$ cat src/common/nfc_consts.vh
/*
  Constants for the flash host sequencer: command codes, operation codes,
  address layout and strobe timing counts.
  Assumes a 250 MHz sequencer clock; timing figures below are in ns, page sizes in bytes.
*/
`ifndef NFC_CONSTS_VH
`define NFC_CONSTS_VH

`define NFC_CLK_NS        8'h04

`define NFC_T_WLOW_NS     8'h0F
`define NFC_T_WH_NS       8'h0A
`define NFC_T_WHR_NS      8'h3C
`define NFC_T_RLOW_NS     8'h18
`define NFC_T_REH_NS      8'h0A
`define NFC_T_WB_NS       8'h64

`define NFC_CYC_WLOW      ((`NFC_T_WLOW_NS + `NFC_CLK_NS - 8'h01) / `NFC_CLK_NS)
`define NFC_CYC_WH        ((`NFC_T_WH_NS + `NFC_CLK_NS - 8'h01) / `NFC_CLK_NS)
`define NFC_CYC_WHR       ((`NFC_T_WHR_NS + `NFC_CLK_NS - 8'h01) / `NFC_CLK_NS)
`define NFC_CYC_RLOW      ((`NFC_T_RLOW_NS + `NFC_CLK_NS - 8'h01) / `NFC_CLK_NS)
`define NFC_CYC_REH       ((`NFC_T_REH_NS + `NFC_CLK_NS - 8'h01) / `NFC_CLK_NS)
`define NFC_CYC_WB        ((`NFC_T_WB_NS + `NFC_CLK_NS - 8'h01) / `NFC_CLK_NS)

`define NFC_OP_CMD        3'h0
`define NFC_OP_ADDR5      3'h1
`define NFC_OP_ADDR2      3'h2
`define NFC_OP_WRITE      3'h3
`define NFC_OP_READ       3'h4
`define NFC_OP_WAIT       3'h5

`define NFC_CMD_READ1     8'h00
`define NFC_CMD_READ2     8'h30
`define NFC_CMD_COLOUT1   8'h05
`define NFC_CMD_COLOUT2   8'hE0
`define NFC_CMD_RDCACHE   8'h31
`define NFC_CMD_RDLAST    8'h3F
`define NFC_CMD_DATAIN    8'h80
`define NFC_CMD_PROG      8'h10
`define NFC_CMD_PROGCACHE 8'h15
`define NFC_CMD_PROGMULTI 8'h11
`define NFC_CMD_COLIN     8'h85
`define NFC_CMD_COPYPROG  8'h8C
`define NFC_CMD_STATUS    8'h70
`define NFC_CMD_STATMULTI 8'h71
`define NFC_CMD_RESET     8'hFF

`define NFC_PAGE_BYTES    13'h10E0
`define NFC_MAIN_BYTES    13'h1000
`define NFC_SPARE_BYTES   13'h00E0
`define NFC_PAGES_PER_BLK 7'h40
`define NFC_PAGE_IDX_MSB  5
`define NFC_BLOCK_LSB     6
`define NFC_ROW_MSB       17

`define NFC_ST_CUR_FAIL   0
`define NFC_ST_PREV_FAIL  1
`define NFC_ST_BUF_READY  5
`define NFC_ST_CACHE_RDY  6

`define NFC_INIT_SELECT   1'b0

`endif

$ cat src/rtl/nfc_addr_pack.v
/*
  Five-byte address packer: stores column and row and hands out one
  address byte per cycle, least significant first, from a register.
  Assumes load and index come from the sequencer in the same clock domain.
*/
`timescale 1ns/10ps
`include "nfc_consts.vh"

module nfc_addr_pack (
  input  wire        ref_clk,
  input  wire        rst,
  input  wire        load,
  input  wire [2:0]  index,
  input  wire [12:0] columnBits,
  input  wire [17:0] rowBits,
  output reg  [7:0]  addrByte
);

  reg [12:0] colHeld;
  reg [17:0] rowHeld;

  // Unused upper bits of both fields go out low
  function [7:0] packByte;
    input [12:0] col;
    input [17:0] row;
    input [2:0]  idx;
    begin
      case (idx)
        3'h0:    packByte = col[7:0];
        3'h1:    packByte = {3'h0, col[12:8]};
        3'h2:    packByte = row[7:0];
        3'h3:    packByte = row[15:8];
        3'h4:    packByte = {6'h00, row[`NFC_ROW_MSB:16]};
        default: packByte = 8'h00;
      endcase
    end
  endfunction

  always @(posedge ref_clk or posedge rst) begin
    if (rst) begin
      colHeld  <= 13'h0000;
      rowHeld  <= 18'h00000;
      addrByte <= 8'h00;
    end else if (load) begin
      colHeld  <= columnBits;
      rowHeld  <= rowBits;
      addrByte <= packByte(columnBits, rowBits, 3'h0); // RULE9
    end else begin
      addrByte <= packByte(colHeld, rowHeld, index); // RULE9
    end
  end

endmodule

$ cat src/rtl/nfc_host_seq.v
/*
  Host-side sequencer for an 8-bit page flash: runs one bus cycle group per
  user request (command, 5 or 2 address bytes, data in, data out, wait ready).
  Assumes ioBusIn and ready_busy_n are synchronous to ref_clk and the pin
  pull-up on ready/busy lives outside.
*/
// Operation
// RULE1: Command latched on write strobe rise, CLE high
// RULE2: Address latched on write strobe rise, ALE high
// RULE3: Strobe levels select command, address, data, output
// RULE4: Read strobe fall outputs byte, column increments
// RULE5: Device drives bus only while read strobe low
// RULE6: Chip select rise when ready enters standby
// RULE7: Write protect low blocks program and erase
// RULE8: Ready/busy low during operations, high after
// RULE9: Five address bytes, low first, unused bits low
// RULE10: Row bits 6-17 block, 0-5 page
// RULE11: Page 4320 bytes, 4096 main, 224 spare
// RULE12: Page read is 00h, five addresses, 30h
// RULE13: Read commands 05/E0, 31, 3F decoded
// RULE14: Program 80 then 10/15/11; 85 column
// RULE15: Copy program 8C then 15 or 10
// RULE16: Only 70, 71, FF accepted while busy
// RULE17: During read busy strobes stay high
// RULE18: Cached program must end with 80h-10h
// RULE19: After ending 15h, poll 70h, then FFh
// RULE20: Init select pin held at static level
// RULE21: Status bits: fails, buffer ready, cache ready
// RULE22: Status byte read after status command
`timescale 1ns/10ps
`include "nfc_consts.vh"

module nfc_host_seq (
  input  wire        ref_clk,
  input  wire        rst,
  input  wire        cmdValid,
  input  wire [2:0]  cmdOp,
  input  wire [7:0]  cmdByte,
  input  wire [12:0] columnBits,
  input  wire [17:0] rowBits,
  input  wire        protectReq,
  output reg         cmdReady,
  output reg         cmdDone,
  output reg         cmdError,
  output reg  [7:0]  rdData,
  output reg         rdValid,
  output reg         curPageFail,
  output reg         prevPageFail,
  output reg         bufReady,
  output reg         cacheReady,
  output reg         cacheProgOpen,
  output reg         chipSelect_n,
  output reg         cmdLatch,
  output reg         addrLatch,
  output reg         writeStrobe_n,
  output reg         read_strobe_n,
  output reg         writeProtect_n,
  output reg         init_select,
  output reg  [7:0]  ioBusOut,
  output reg         ioBusOe,
  input  wire [7:0]  ioBusIn,
  input  wire        ready_busy_n
);

  localparam [2:0] S_IDLE  = 3'h0;
  localparam [2:0] S_WLOW  = 3'h1;
  localparam [2:0] S_WHIGH = 3'h2;
  localparam [2:0] S_RLOW  = 3'h3;
  localparam [2:0] S_RHIGH = 3'h4;
  localparam [2:0] S_WB    = 3'h5;
  localparam [2:0] S_WRDY  = 3'h6;

  localparam [7:0] L_WLOW = `NFC_CYC_WLOW - 8'h01;
  localparam [7:0] L_WH   = `NFC_CYC_WH - 8'h01;
  localparam [7:0] L_WHR  = `NFC_CYC_WHR - 8'h01;
  localparam [7:0] L_RLOW = `NFC_CYC_RLOW - 8'h01;
  localparam [7:0] L_REH  = `NFC_CYC_REH - 8'h01;
  localparam [7:0] L_WB   = `NFC_CYC_WB - 8'h01;

  reg [2:0] state;
  reg [7:0] cnt;
  reg [2:0] op;
  reg [7:0] opByte;
  reg [2:0] addrIdx;
  reg [2:0] addrLast;
  reg [7:0] lastCmd;
  reg       progPrefix;
  reg       refuse;

  wire [7:0] addrByte;

  // Commands the device takes while busy
  function busyOk;
    input [7:0] c;
    begin
      busyOk = (c == `NFC_CMD_STATUS) || (c == `NFC_CMD_STATMULTI) ||
               (c == `NFC_CMD_RESET);
    end
  endfunction

  // Commands that set up or confirm a program; pointless while protected
  function progCmd;
    input [7:0] c;
    begin
      progCmd = (c == `NFC_CMD_PROG) || (c == `NFC_CMD_PROGCACHE) ||
                (c == `NFC_CMD_PROGMULTI) || (c == `NFC_CMD_DATAIN) ||
                (c == `NFC_CMD_COPYPROG) || (c == `NFC_CMD_COLIN);
    end
  endfunction

  // Left open by a 15h confirm, only these keep the sequence legal
  function cacheOk;
    input [7:0] c;
    begin
      cacheOk = busyOk(c) || progCmd(c);
    end
  endfunction

  nfc_addr_pack addrPack (
    .ref_clk    (ref_clk),
    .rst        (rst),
    .load       (cmdValid & cmdReady),
    .index      (addrIdx),
    .columnBits (columnBits),
    .rowBits    (rowBits),
    .addrByte   (addrByte)
  );

  always @* begin
    refuse = 1'b0;
    if (!ready_busy_n && cmdOp != `NFC_OP_WAIT && !(cmdOp == `NFC_OP_CMD && busyOk(cmdByte)))
      refuse = 1'b1; // RULE16 RULE17
    if (cmdOp == `NFC_OP_CMD && !writeProtect_n && progCmd(cmdByte))
      refuse = 1'b1; // RULE7
    if (cmdOp == `NFC_OP_WRITE && !writeProtect_n)
      refuse = 1'b1; // RULE3
    if ((cmdOp == `NFC_OP_ADDR5 || cmdOp == `NFC_OP_ADDR2) &&
        columnBits >= `NFC_PAGE_BYTES)
      refuse = 1'b1; // RULE11
    if (cmdOp == `NFC_OP_CMD && cacheProgOpen && !cacheOk(cmdByte))
      refuse = 1'b1; // RULE18 RULE19
    if (cmdOp > `NFC_OP_WAIT)
      refuse = 1'b1;
  end

  always @(posedge ref_clk or posedge rst) begin
    if (rst) begin
      state          <= S_IDLE;
      cnt            <= 8'h00;
      op             <= `NFC_OP_CMD;
      opByte         <= 8'h00;
      addrIdx        <= 3'h0;
      addrLast       <= 3'h0;
      lastCmd        <= 8'h00;
      progPrefix     <= 1'b0;
      cmdReady       <= 1'b0;
      cmdDone        <= 1'b0;
      cmdError       <= 1'b0;
      rdData         <= 8'h00;
      rdValid        <= 1'b0;
      curPageFail    <= 1'b0;
      prevPageFail   <= 1'b0;
      bufReady       <= 1'b0;
      cacheReady     <= 1'b0;
      cacheProgOpen  <= 1'b0;
      chipSelect_n   <= 1'b1;
      cmdLatch       <= 1'b0;
      addrLatch      <= 1'b0;
      writeStrobe_n  <= 1'b1;
      read_strobe_n  <= 1'b1;
      writeProtect_n <= 1'b0;
      init_select    <= `NFC_INIT_SELECT;
      ioBusOut       <= 8'h00;
      ioBusOe        <= 1'b0;
    end else begin
      cmdDone        <= 1'b0;
      cmdError       <= 1'b0;
      rdValid        <= 1'b0;
      init_select    <= `NFC_INIT_SELECT; // RULE20
      writeProtect_n <= ~protectReq; // RULE7
      case (state)
        S_IDLE: begin
          cmdReady <= 1'b1;
          if (cmdValid && cmdReady) begin
            cmdReady <= 1'b0;
            if (refuse) begin
              cmdDone  <= 1'b1;
              cmdError <= 1'b1;
            end else begin
              op           <= cmdOp;
              opByte       <= cmdByte;
              addrIdx      <= (cmdOp == `NFC_OP_ADDR2) ? 3'h0 : 3'h0;
              addrLast     <= (cmdOp == `NFC_OP_ADDR2) ? 3'h1 : 3'h4; // RULE9
              chipSelect_n <= 1'b0;
              cnt          <= L_WLOW;
              case (cmdOp)
                `NFC_OP_CMD: begin
                  cmdLatch <= 1'b1; // RULE3
                  ioBusOut <= cmdByte;
                  ioBusOe  <= 1'b1;
                  state    <= S_WLOW;
                end
                `NFC_OP_ADDR5, `NFC_OP_ADDR2: begin
                  addrLatch <= 1'b1; // RULE3
                  ioBusOe   <= 1'b1;
                  state     <= S_WLOW;
                end
                `NFC_OP_WRITE: begin
                  ioBusOut <= cmdByte;
                  ioBusOe  <= 1'b1;
                  state    <= S_WLOW;
                end
                `NFC_OP_READ: begin
                  cnt   <= L_RLOW;
                  state <= S_RLOW;
                end
                `NFC_OP_WAIT: begin
                  cnt   <= L_WB;
                  state <= S_WB;
                end
                default: state <= S_IDLE;
              endcase
            end
          end else if (!cmdValid && ready_busy_n) begin
            chipSelect_n <= 1'b1; // RULE6
          end
        end
        S_WLOW: begin
          writeStrobe_n <= 1'b0;
          if (addrLatch)
            ioBusOut <= addrByte; // RULE9
          if (cnt == 8'h00 && !writeStrobe_n) begin
            writeStrobe_n <= 1'b1; // RULE1 RULE2
            cnt           <= cmdLatch ? L_WHR : L_WH;
            addrIdx       <= addrLatch ? addrIdx + 3'h1 : addrIdx;
            state         <= S_WHIGH;
          end else if (cnt != 8'h00 && !writeStrobe_n) begin
            cnt <= cnt - 8'h01;
          end
        end
        S_WHIGH: begin
          if (cnt != 8'h00) begin
            cnt <= cnt - 8'h01;
          end else if (addrLatch && addrIdx != addrLast + 3'h1) begin
            cnt     <= L_WLOW;
            state   <= S_WLOW;
          end else begin
            cmdLatch  <= 1'b0;
            addrLatch <= 1'b0;
            ioBusOe   <= 1'b0;
            cmdDone   <= 1'b1;
            state     <= S_IDLE;
            if (op == `NFC_OP_CMD) begin
              lastCmd <= opByte;
              if (opByte == `NFC_CMD_DATAIN || opByte == `NFC_CMD_COPYPROG)
                progPrefix <= 1'b1; // RULE14 RULE15
              else if (opByte != `NFC_CMD_COLIN && !busyOk(opByte))
                progPrefix <= 1'b0;
              if (opByte == `NFC_CMD_PROGCACHE && progPrefix)
                cacheProgOpen <= 1'b1; // RULE18
              else if (opByte == `NFC_CMD_RESET ||
                       (opByte == `NFC_CMD_PROG && progPrefix))
                cacheProgOpen <= 1'b0; // RULE19
            end
          end
        end
        S_RLOW: begin
          read_strobe_n <= 1'b0; // RULE3
          if (cnt != 8'h00 && !read_strobe_n) begin
            cnt <= cnt - 8'h01;
          end else if (cnt == 8'h00 && !read_strobe_n) begin
            rdData        <= ioBusIn; // RULE4 RULE5
            read_strobe_n <= 1'b1;
            cnt           <= L_REH;
            state         <= S_RHIGH;
            if (lastCmd == `NFC_CMD_STATUS || lastCmd == `NFC_CMD_STATMULTI) begin
              curPageFail  <= ioBusIn[`NFC_ST_CUR_FAIL]; // RULE21 RULE22
              prevPageFail <= ioBusIn[`NFC_ST_PREV_FAIL];
              bufReady     <= ioBusIn[`NFC_ST_BUF_READY];
              cacheReady   <= ioBusIn[`NFC_ST_CACHE_RDY];
            end
          end
        end
        S_RHIGH: begin
          if (cnt != 8'h00) begin
            cnt <= cnt - 8'h01;
          end else begin
            rdValid <= 1'b1;
            cmdDone <= 1'b1;
            state   <= S_IDLE;
          end
        end
        S_WB: begin
          // Busy may only show up to this long after the last write strobe
          if (cnt != 8'h00)
            cnt <= cnt - 8'h01;
          else
            state <= S_WRDY;
        end
        S_WRDY: begin
          if (ready_busy_n) begin
            cmdDone <= 1'b1; // RULE8
            state   <= S_IDLE;
          end
        end
        default: state <= S_IDLE;
      endcase
    end
  end

endmodule

$ cat config.mk
export PLATFORM = sky130hd
export DESIGN_NAME = nfc_host_seq
export DESIGN_NICKNAME = d
export VERILOG_FILES = /design/src/rtl/nfc_addr_pack.v /design/src/rtl/nfc_host_seq.v
export VERILOG_INCLUDE_DIRS = /design/src /design/src/common
export SDC_FILE = /design/constraint.sdc
export NUM_CORES = 1
export LEC_CHECK = 0
export BUFFER_PORTS_ARGS = -buffer_cell sky130_fd_sc_hd__buf_2
export CAP_MARGIN = 10
export CORE_MARGIN = 1.5
export CORE_UTILIZATION = 50
export DETAILED_ROUTE_END_ITERATION = 8
export PLACE_DENSITY = 0.75
export SYNTH_ARGS = -nofsm -noshare
export SYNTH_HDL_FRONTEND = slang
export SYNTH_SLANG_ARGS = --single-unit
$ cat constraint.sdc
create_clock -name ref_clk -period 4.2 [get_ports ref_clk]
set_input_delay 0.21 -clock ref_clk [delete_from_list [all_inputs] [get_ports ref_clk]]
set_output_delay 0.21 -clock ref_clk [all_outputs]
set_load 0.05 [all_outputs]
Word level (Yosys, flattened, before mapping)
Index checks and enable logic that the tools add are counted.
{"block": "totals", "regBits": 108, "latch_bits": 0, "mem_bits_rw": 0, "rom_bits": 0, "inputBits": 55, "out_inout_bits": 33, "memories": 0}
{"block": "op_classes", "n_addsub": 3, "n_mul": 0, "n_div": 0, "magnitude_cmp": 2, "eq_ne": 56, "n_shift": 0, "muxes": 77, "n_bitwise": 6, "n_reduce_logical": 71}
{"cell": "$mux 8", "count": 14}
{"cell": "$pmux 8 s5", "count": 2}
{"cell": "$eq 8x8->1 const B", "count": 7}
{"cell": "$eq 8x7->1 const B", "count": 6}
{"cell": "$mux 3", "count": 14}
{"cell": "$eq 8x5->1 const B", "count": 5}
{"cell": "$mux 1", "count": 37}
{"cell": "$ne 2x2->1 const B", "count": 15}
{"cell": "$pmux 3 s7", "count": 1}
{"cell": "$reduce_and 5->1", "count": 4}
{"cell": "$logic_and 1x1->1", "count": 19}
{"cell": "$eq 3x2->1 const B", "count": 6}
{"cell": "$eq 3x3->1 const B", "count": 6}
{"cell": "$reduce_and 6->1", "count": 3}
{"cell": "$pmux 8 s2", "count": 1}
{"cell": "$logic_or 1x1->1", "count": 14}
{"cell": "$ge 13x13->1 const B", "count": 1}
{"cell": "$logic_not 3->1", "count": 4}
{"cell": "$ne 3x3->1 const B", "count": 4}
{"cell": "$pmux 5 s2", "count": 1}
{"cell": "$reduce_bool 2->1", "count": 5}
{"cell": "$eq 3x1->1 const B", "count": 3}
{"cell": "$pmux 3 s3", "count": 1}
{"cell": "$reduce_and 3->1", "count": 3}
{"cell": "other kinds (21)", "count": 39}

Logic depth before layout (Yosys ltp)
Gate-level depths: netlist of the first run.
{"block": "depth", "depth_word": 15, "ltp_mapped": 10, "mapped_depth_nobuf": 9}

Hierarchy
Synthesis of the first run repeated with hierarchy kept, for this count alone.
{"block": "unflattened", "cells_unflattened": 489, "hier_area_um2": 5387.7}
{"mod": "nfc_host_seq", "instances": 1, "cells_each": 363, "area_each_um2": 3676.0, "seq_area_each_um2": 1680.4}
{"mod": "nfc_addr_pack", "instances": 1, "cells_each": 126, "area_each_um2": 1711.6, "seq_area_each_um2": 975.9}

Worst setup path after synthesis of the first run
OpenSTA, ideal clock, no wires.
{"block": "synth_timing", "path_type": "register to register", "startpoint": "register cnt[0]", "endpoint": "register bufReady", "setup_time_ps": 125, "arrival_time_ps": 2314, "required_time_ps": 4075, "path_slack_ps": 1762, "stages_incl_launch_ff": 8, "path_buffers": 0, "period_less_slack_ps": 2438, "path_cell_list": "dfrtp_1 -> inv_1 -> ha_1 -> nor4b_1 -> nand2_1 -> nor3_2 -> and4_1 -> mux2_2"}
{"block": "synth_between", "elab_chain_cells": 4}
{"element": "start: declaration", "line": "nfc_host_seq.v:81", "rtl": "reg [7:0] cnt;"}
{"element": "start signal: assignment", "line": "nfc_host_seq.v:234", "rtl": "cnt <= cmdLatch ? L_WHR : L_WH;"}
{"element": "start signal: assignment", "line": "nfc_host_seq.v:238", "rtl": "cnt <= cnt - 8'h01;"}
{"element": "start signal: assignment", "line": "nfc_host_seq.v:243", "rtl": "cnt <= cnt - 8'h01;"}
{"element": "$reduce_bool 8->1", "line": "nfc_host_seq.v:269", "rtl": "if (cnt != 8'h00 && !read_strobe_n) begin"}
{"element": "$logic_and 1x1->1", "line": "nfc_host_seq.v:269"}
{"element": "$not 1->1 (no source line)"}
{"element": "$reduce_and 4->1 (no source line) *"}
{"element": "end signal: assignment", "line": "nfc_host_seq.v:279", "rtl": "bufReady <= ioBusIn[`NFC_ST_BUF_READY];"}
{"element": "end: declaration", "line": "nfc_host_seq.v:49", "rtl": "output reg bufReady,"}
Mark *: on every way between the ends. The rest lies on a longest branch, timed or not.
A chain may end at the register's enable or synchronous reset.

Worst setup path in the final report of the first run
{"block": "layout_timing", "startpoint": "register state[1]", "endpoint": "register ioBusOut[4]"}
{"block": "layout_between", "elab_chain_cells": 3}
{"element": "start: declaration", "line": "nfc_host_seq.v:80", "rtl": "reg [2:0] state;"}
{"element": "start signal: assignment", "line": "nfc_host_seq.v:148", "rtl": "state <= S_IDLE;"}
{"element": "start signal: assignment", "line": "nfc_host_seq.v:201", "rtl": "state <= S_WLOW;"}
{"element": "start signal: assignment", "line": "nfc_host_seq.v:206", "rtl": "state <= S_WLOW;"}
{"element": "$eq 3x1->1 / $logic_not 3->1 (equally long branches)", "line": "nfc_host_seq.v:181", "rtl": "case (state)"}
{"element": "$ne 2x2->1 (no source line) / $reduce_bool 2->1 (equally long branches)"}
{"element": "$reduce_and 5->1 (no source line)"}
{"element": "end signal: assignment", "line": "nfc_host_seq.v:199", "rtl": "ioBusOut <= cmdByte;"}
{"element": "end signal: assignment", "line": "nfc_host_seq.v:209", "rtl": "ioBusOut <= cmdByte;"}
{"element": "end signal: assignment", "line": "nfc_host_seq.v:231", "rtl": "ioBusOut <= addrByte;"}
{"element": "end: declaration", "line": "nfc_host_seq.v:59", "rtl": "output reg [7:0] ioBusOut,"}
Several ways; a longest one is shown, not always the timed one.

==> results.cfg, run 1 <==
[status]
status = complete, no violations

[global_route]
grt_max_degree = 71
grt_use_met1_pct = 30.66
globalRouteMet3Util_pct = 5.552
antenna_found_initial = 0
grt_pass1_vias = 4165
grt_pass1_wl_mm = 20.57
grtUsageMet2_pct = 37.39
grt_busiest_layer = met2
grt_overflow = 0
grt_use_total_pct = 23.20

[timing]
setup_slack_ns = 1.148
timing.fmax_ghz = 0.3276
setup_viol = 0
setup_tns_ns = 0
hold_violations = 0
fin_crit_sh_pct = 72.67
tightest_slew_ns = 0.8405
slew_viol_final = 0
finalClockSkew_ns = 0.01062
maxSlewHeadroom_pct = 43.97
fin_hold_ws_ns = 0.01039
fin_crit_ns = 3.052
rsz0062_at_grt = false

[clock_network]
clkLatencyLatePin_ns = 0.37
cts_root_buf = clkbuf_8
post_cts_buffers = 0
numCtsBuffers = 9
clk_pin_slew_ns = 0.10
clockBufferDepth = 2
htree_levels = 3
cts.sinks = 106
cts_tree = built

[die]
die_y_um = 105.1
fp.dieW_um = 105.1
core_area_um2 = 10230
rows = 37
dieArea_um2 = 11040
io-pin-count = 88
start_util_pct = 50.92

[yosys]
async_flop_share_pct = 100.0
netlist_instances = 527
synth_cell_types = 63
synth_area_leaders = dfrtp_1, mux2_2, nand2_1
synth-warning-count = 0
syn_nets = 588
yosys.area.top_type = dfrtp_1
synth-main-ff-cell = dfrtp_1
yosysTopAreaCellShare_pct = 49.47
netlist_area_um2 = 5210
ys_seq_area_share_pct = 50.98
synth_seq_cells = 106
synth_edf_count = 0
syn_avg_cell_area_um2 = 9.886

[power_and_ir_drop]
powerDensity_nw_per_um2 = 682.1
ir_worst_vdd_v = 0.0002973
clkPwrFrac_pct = 16.5
seq_power_share_pct = 42.2
switching_share_pct = 42.72
switching_power_w = 0.001739
combinationalPowerShare_pct = 41.3
p_int_w = 0.002331
p_leak_nw = 2.852

[setup_path]
cp-end-kind = flip-flop
critPathMaxFanout = 25
r2r_slack_ns = 1.15
start_kind = flip-flop
worstPathArrival_ns = 3.31
rr_startpoint = state[1]
reg2reg_to = ioBusOut[4]
cp-startpoint = state[1]
required_ns = 4.46
crit_type = reg -> reg
reg2regPathDepth = 6

[cells_and_area]
multi_input_area_um2 = 2401
syn2layout_area_growth_pct = 14.53
layout_commonest_cell = nand2_1
drive_gt1_share_pct = 27.59
fillCellCount = 908
seq_area_um2 = 2656
diodes = 0
mostFrequentLayoutCells = nand2_1, dfrtp_1, buf_2
fin_nets = 665

[drt]
vias = 4214
vias_per_cell = 5.656
drt-total-wl_mm = 12.05
post-route-drc-count = 0
wire_per_inst_um = 16.17
drt_iter0_markers = 233
first_pass_iters = 5
drtAntennaViolNets = 0

[place]
post-place-ws_ns = 1.173
io_buffers = 86
dp.final_hpwl_mm = 8.624
gp_congestion = 0.8906

[run]
drv_cap = 0

[hold_path]
hold_path_class = in -> async
per-stage QoR:
step	total power [W]	area [µm²]	utilization [%]	cells
5_1_grt	0.004362	5967	58.32	745
4_1_cts	0.004080	5967	58.32	745
6_report	0.004070	5967	58.32	745
3_5_place_dp	0.003411	5743	56.13	728
3_3_place_gp	0.003349	5743	56.13	728
2_1_floorplan	0.002972	5210	-	527
Yosys cell counts (all sizes together), types with 2 or more instances:
cell and instances:
a221o 2, nand4 2, nand2 124, a32o 2, nor3b 6, or4b 2, a21boi 2, buf 7
o31ai 5, o21a 3, nand3 11, nor4 4, dfrtp 103, a31oi 6, nor2 25, nor4b 2
nor2b 6, inv 12, a21o 2, a311oi 2, xor2 2, nand3b 3, a32oi 3, nor3 13
mux2 47, and2 5, and3 4, o21ai 37, a21oi 19, dfstp 3, xnor2 4, ha 6
a222oi 8, clkbuf 19, nand2b 2, o211ai 4
worst max-delay path, cell delays in order (launching register included):
cell and delay, ns:
dfrtp_1 0.65, nor3_1 0.58, nand2_1 0.24, a41oi_2 0.33
nand2_2 0.36, o21ai_4 0.40, mux2_2 0.38
layout make-up:
type                       count  area share, %
timing repair buffer          92          8.010
clock buffer                  12          2.600
inverter                      12         0.7968
sequential                   106          44.52
clock inverter                 4         0.9855
tap                          136          2.852
multi-input combinational    383          40.24
power groups by stage:
stage	Sequential (W)	Clock [W]	Combinational (W)
6_report	0.00172	0.000671	0.00168
5_1_grt	0.00177	0.000727	0.00186
4_1_cts	0.00171	0.000682	0.00168
3_5_place_dp	0.00173	0	0.00168
3_3_place_gp	0.00171	0	0.00164
2_1_floorplan	0.00191	0	0.00106
flip-flops by register name, indices dropped and copies added, names as in the netlist, 7 cells and up:
signal             cells
addrPack.addrByte      8
addrPack.colHeld      13
addrPack.rowHeld      18
cnt                    8
ioBusOut               8
lastCmd                7
opByte                 8
rdData                 8
worst max-delay path by stage:
stage,slack [ns],cells after the start,end
finish,1.15,6,ioBusOut[4]
global route,0.93,6,cnt[2]
CTS,1.16,6,ioBusOut[4]
detailed placement,1.17,6,ioBusOut[4]
global placement,1.30,6,ioBusOut[1]
floorplan,1.21,1,addrIdx[0]
kinds of logic (layout without fill, tap and decap cells):
logic type	after synthesis	count (layout)	share of synthesized area, %
and+or+nand+nor	215	215	19.14
AOI/OAI and AO/OA	107	107	14.07
DFF	106	106	50.98
muxes	48	48	10.35
buffers and inverters	38	120	2.930
adders and majority gates	6	6	1.441
xor gates and xnor gates	6	6	1.009
other	1	1	0.07198
per-layer routing:
layer | routed length (µm) | part of all wire, %
met5 | 0 | 0
met4 | 284 | 2.4
met3 | 752 | 6.2
met2 | 5725 | 48
met1 | 5288 | 44
what timing repair did:
item | CTS | global route
hold buffers | 1 | 0
endpoints found under the hold margin | 1 | 0
resized for setup | 0 | 0
Power figures use the tool's default switching activity.
==> run 2: changes to the inputs <==
--- a/config.mk
+++ b/config.mk
@@ -6,6 +6,7 @@
 export SDC_FILE = /design/constraint.sdc
 export NUM_CORES = 1
 export LEC_CHECK = 0
+export ABC_AREA = 1
 export BUFFER_PORTS_ARGS = -buffer_cell sky130_fd_sc_hd__buf_2
 export CAP_MARGIN = 10
 export CORE_MARGIN = 1.5
==> constraint.sdc (replaced) <==
create_clock -name ref_clk -period 3.1 [get_ports ref_clk]
set_input_delay 0.155 -clock ref_clk [delete_from_list [all_inputs] [get_ports ref_clk]]
set_output_delay 0.155 -clock ref_clk [all_outputs]
set_load 0.05 [all_outputs]
==> results.cfg, run 2 <==
[power_and_ir_drop]
powerDensity_nw_per_um2 = 948.2
ir_worst_vdd_v = 0.0004285
p_leak_nw = 3.280

[die]
core_area_um2 = 10370
fp.dieW_um = 106.8
rows = 37
dieArea_um2 = 11410
io-pin-count = 88
die_y_um = 106.8
start_util_pct = 51.98

[setup_path]
cp-end-kind = flip-flop
required_ns = 3.37
crit_type = reg -> reg
reg2regPathDepth = 11
critPathMaxFanout = 14
rr_startpoint = cnt[0]
start_kind = flip-flop
r2r_slack_ns = 0.97
worstPathArrival_ns = 2.40
reg2reg_to = cacheProgOpen

[timing]
slew_viol_final = 0
hold_violations = 0
fin_crit_sh_pct = 68.84
maxSlewHeadroom_pct = 60.97
setup_tns_ns = 0
fin_crit_ns = 2.134
finalClockSkew_ns = 0.005049
setup_slack_ns = 0.9659
tightest_slew_ns = 0.5801
setup_viol = 0
timing.fmax_ghz = 0.4686
rsz0062_at_grt = false

[clock_network]
ctsResizeCount = 0
hold_buffers = 33
clk_pin_slew_ns = 0.09
clockBufferDepth = 2
cts_root_buf = clkbuf_8
numCtsBuffers = 9
clkLatencyLatePin_ns = 0.38
htree_levels = 3
cts_tree = built
cts.sinks = 106
post_cts_buffers = 0

[yosys]
netlist_area_um2 = 5390
synth_area_leaders = dfrtp_1, nand2_1, o21ai_0
ys_seq_area_share_pct = 49.28
synth_cell_types = 42
synth_seq_cells = 106
synth-warning-count = 0
synth_edf_count = 0
yosys.area.top_type = dfrtp_1
ys_top_cells_by_count = nand2_1, dfrtp_1, o21ai_0
syn_nets = 742
synth-main-ff-cell = dfrtp_1
syn_avg_cell_area_um2 = 7.915
yosysTopAreaCellShare_pct = 47.82
async_flop_share_pct = 100.0
yosysMostFrequentCell = nand2_1
netlist_instances = 681

[global_route]
grt_overflow = 0
grt_pass1_vias = 4729
grt_max_degree = 68
grt_pass1_wl_mm = 22.27
antenna_found_initial = 0
grt_use_total_pct = 24.84

[cells_and_area]
diodes = 0
mostFrequentLayoutCells = nand2_1, dfrtp_1, buf_2
seq_area_um2 = 2656
syn2layout_area_growth_pct = 19.03
fin_nets = 857
drive_gt1_share_pct = 18.98
largest_reg_flops = 18
regMostFlops = addrPack.rowHeld
top_regs = addrPack.rowHeld x18, addrPack.colHeld x13
layout_commonest_cell = nand2_1
fillCellCount = 916
multi_input_area_um2 = 2394

[hold_path]
hold_path_class = in -> reg
hold_end = addrPack.colHeld[9]
holdPathStages = 3
min_from = columnBits[9]

[drt]
post-route-drc-count = 0
vias = 4928
vias_per_cell = 5.259
drtAntennaViolNets = 0
wire_per_inst_um = 14.11
drt_iter0_markers = 510
drt-total-wl_mm = 13.23
first_pass_iters = 5

[run]
drv_cap = 0

[place]
io_buffers = 86
gp_congestion = 0.8822
dp.final_hpwl_mm = 9.411
post-place-ws_ns = 1.034

[status]
status = complete, no violations
[run 2: changes by cell type after synthesis, sizes merged, moves of 7 or more]
cell	before	now
nand3	11	52
clkbuf	19	12
o21ai	37	78
nor2	25	52
a21oi	19	9
mux2	47	1
a222oi	8	0
nand2	124	247
inv	12	61
[run 2: power by group]
group / internal (W) / switching (W) / total [W] / leakage, nW
clock: 0.000295 / 0.000454 / 0.000749 / 0.0786
combinational: 0.000894 / 0.00205 / 0.00295 / 1.90
sequential: 0.00198 / 0.000406 / 0.00239 / 1.30
total: 0.00317 / 0.00291 / 0.00608 / 3.28
[run 2: kinds of logic after synthesis]
kind of cell             count (synthesis)  share of synthesized area (%)
adder cells (fa/ha/maj)                  6                          1.393
AND/OR/NAND/NOR                        377                          30.32
multiplexers                             2                         0.3946
other                                    1                        0.06957
buffers and inverters                   81                          6.314
XOR/XNOR                                 8                          1.300
AO/OA/AOI/OAI                          100                          10.93
flip-flops                             106                          49.28
[run 2: cell type report]
| class | instances | share of cell area (%) |
|---|---|---|
| Tap cell | 136 | 2.652 |
| Clock inverter | 2 | 0.2145 |
| Timing Repair Buffer | 123 | 12.52 |
| Inverter | 62 | 3.686 |
| Sequential cell | 106 | 41.40 |
| Multi-Input combinational cell | 494 | 37.31 |
| Clock buffer | 14 | 2.223 |
[run 2: worst max path at each step]
stage	from	cells after the start	to	slack, ns
3_5_place_dp	cnt[0]	11	cacheProgOpen	1.03
3_3_place_gp	cnt[0]	11	cacheProgOpen	1.13
6_report	cnt[0]	11	cacheProgOpen	0.97
4_1_cts	cnt[0]	11	cacheProgOpen	1.00
2_1_floorplan	rst	1	addrIdx[0]	0.16
5_1_grt	cnt[0]	11	cacheProgOpen	0.78
[run 2: routing by layer]
layer | GRT usage, % | vias to the layer above | share of wire [%]
met4 | 10.95 | 0 | 2.4
met2 | 39.97 | 165 | 48
li1 | - | 2424 | -
met1 | 33.37 | 2314 | 44
met3 | 3.769 | 25 | 5.1
met5 | 0 | - | 0
[run 2: worst max-delay path, stage by stage (launching register included)]
cell,delay [ns]
dfrtp_1,0.39
inv_1,0.12
ha_1,0.23
nand2_2,0.10
nor2_4,0.31
inv_2,0.09
nor2_2,0.13
nand2_2,0.13
nor2_4,0.19
o21ai_0,0.18
nand2_1,0.10
o21ai_1,0.06
[run 2: metrics by stage]
| step | power, W | hold slack (ns) | instance area (µm²) | cells | utilization [%] |
|---|---|---|---|---|---|
| global placement | 0.005198 | 0.2191 | 5929 | 888 | 57.18 |
| floorplan | 0.004595 | 0.2144 | 5390 | 681 | - |
| CTS | 0.006081 | 0.004061 | 6416 | 937 | 61.87 |
| global route | 0.006568 | 0.01163 | 6416 | 937 | 61.87 |
| finish | 0.006084 | 0.007142 | 6416 | 937 | 61.87 |
| detailed placement | 0.005296 | 0.2285 | 5929 | 888 | 57.18 |
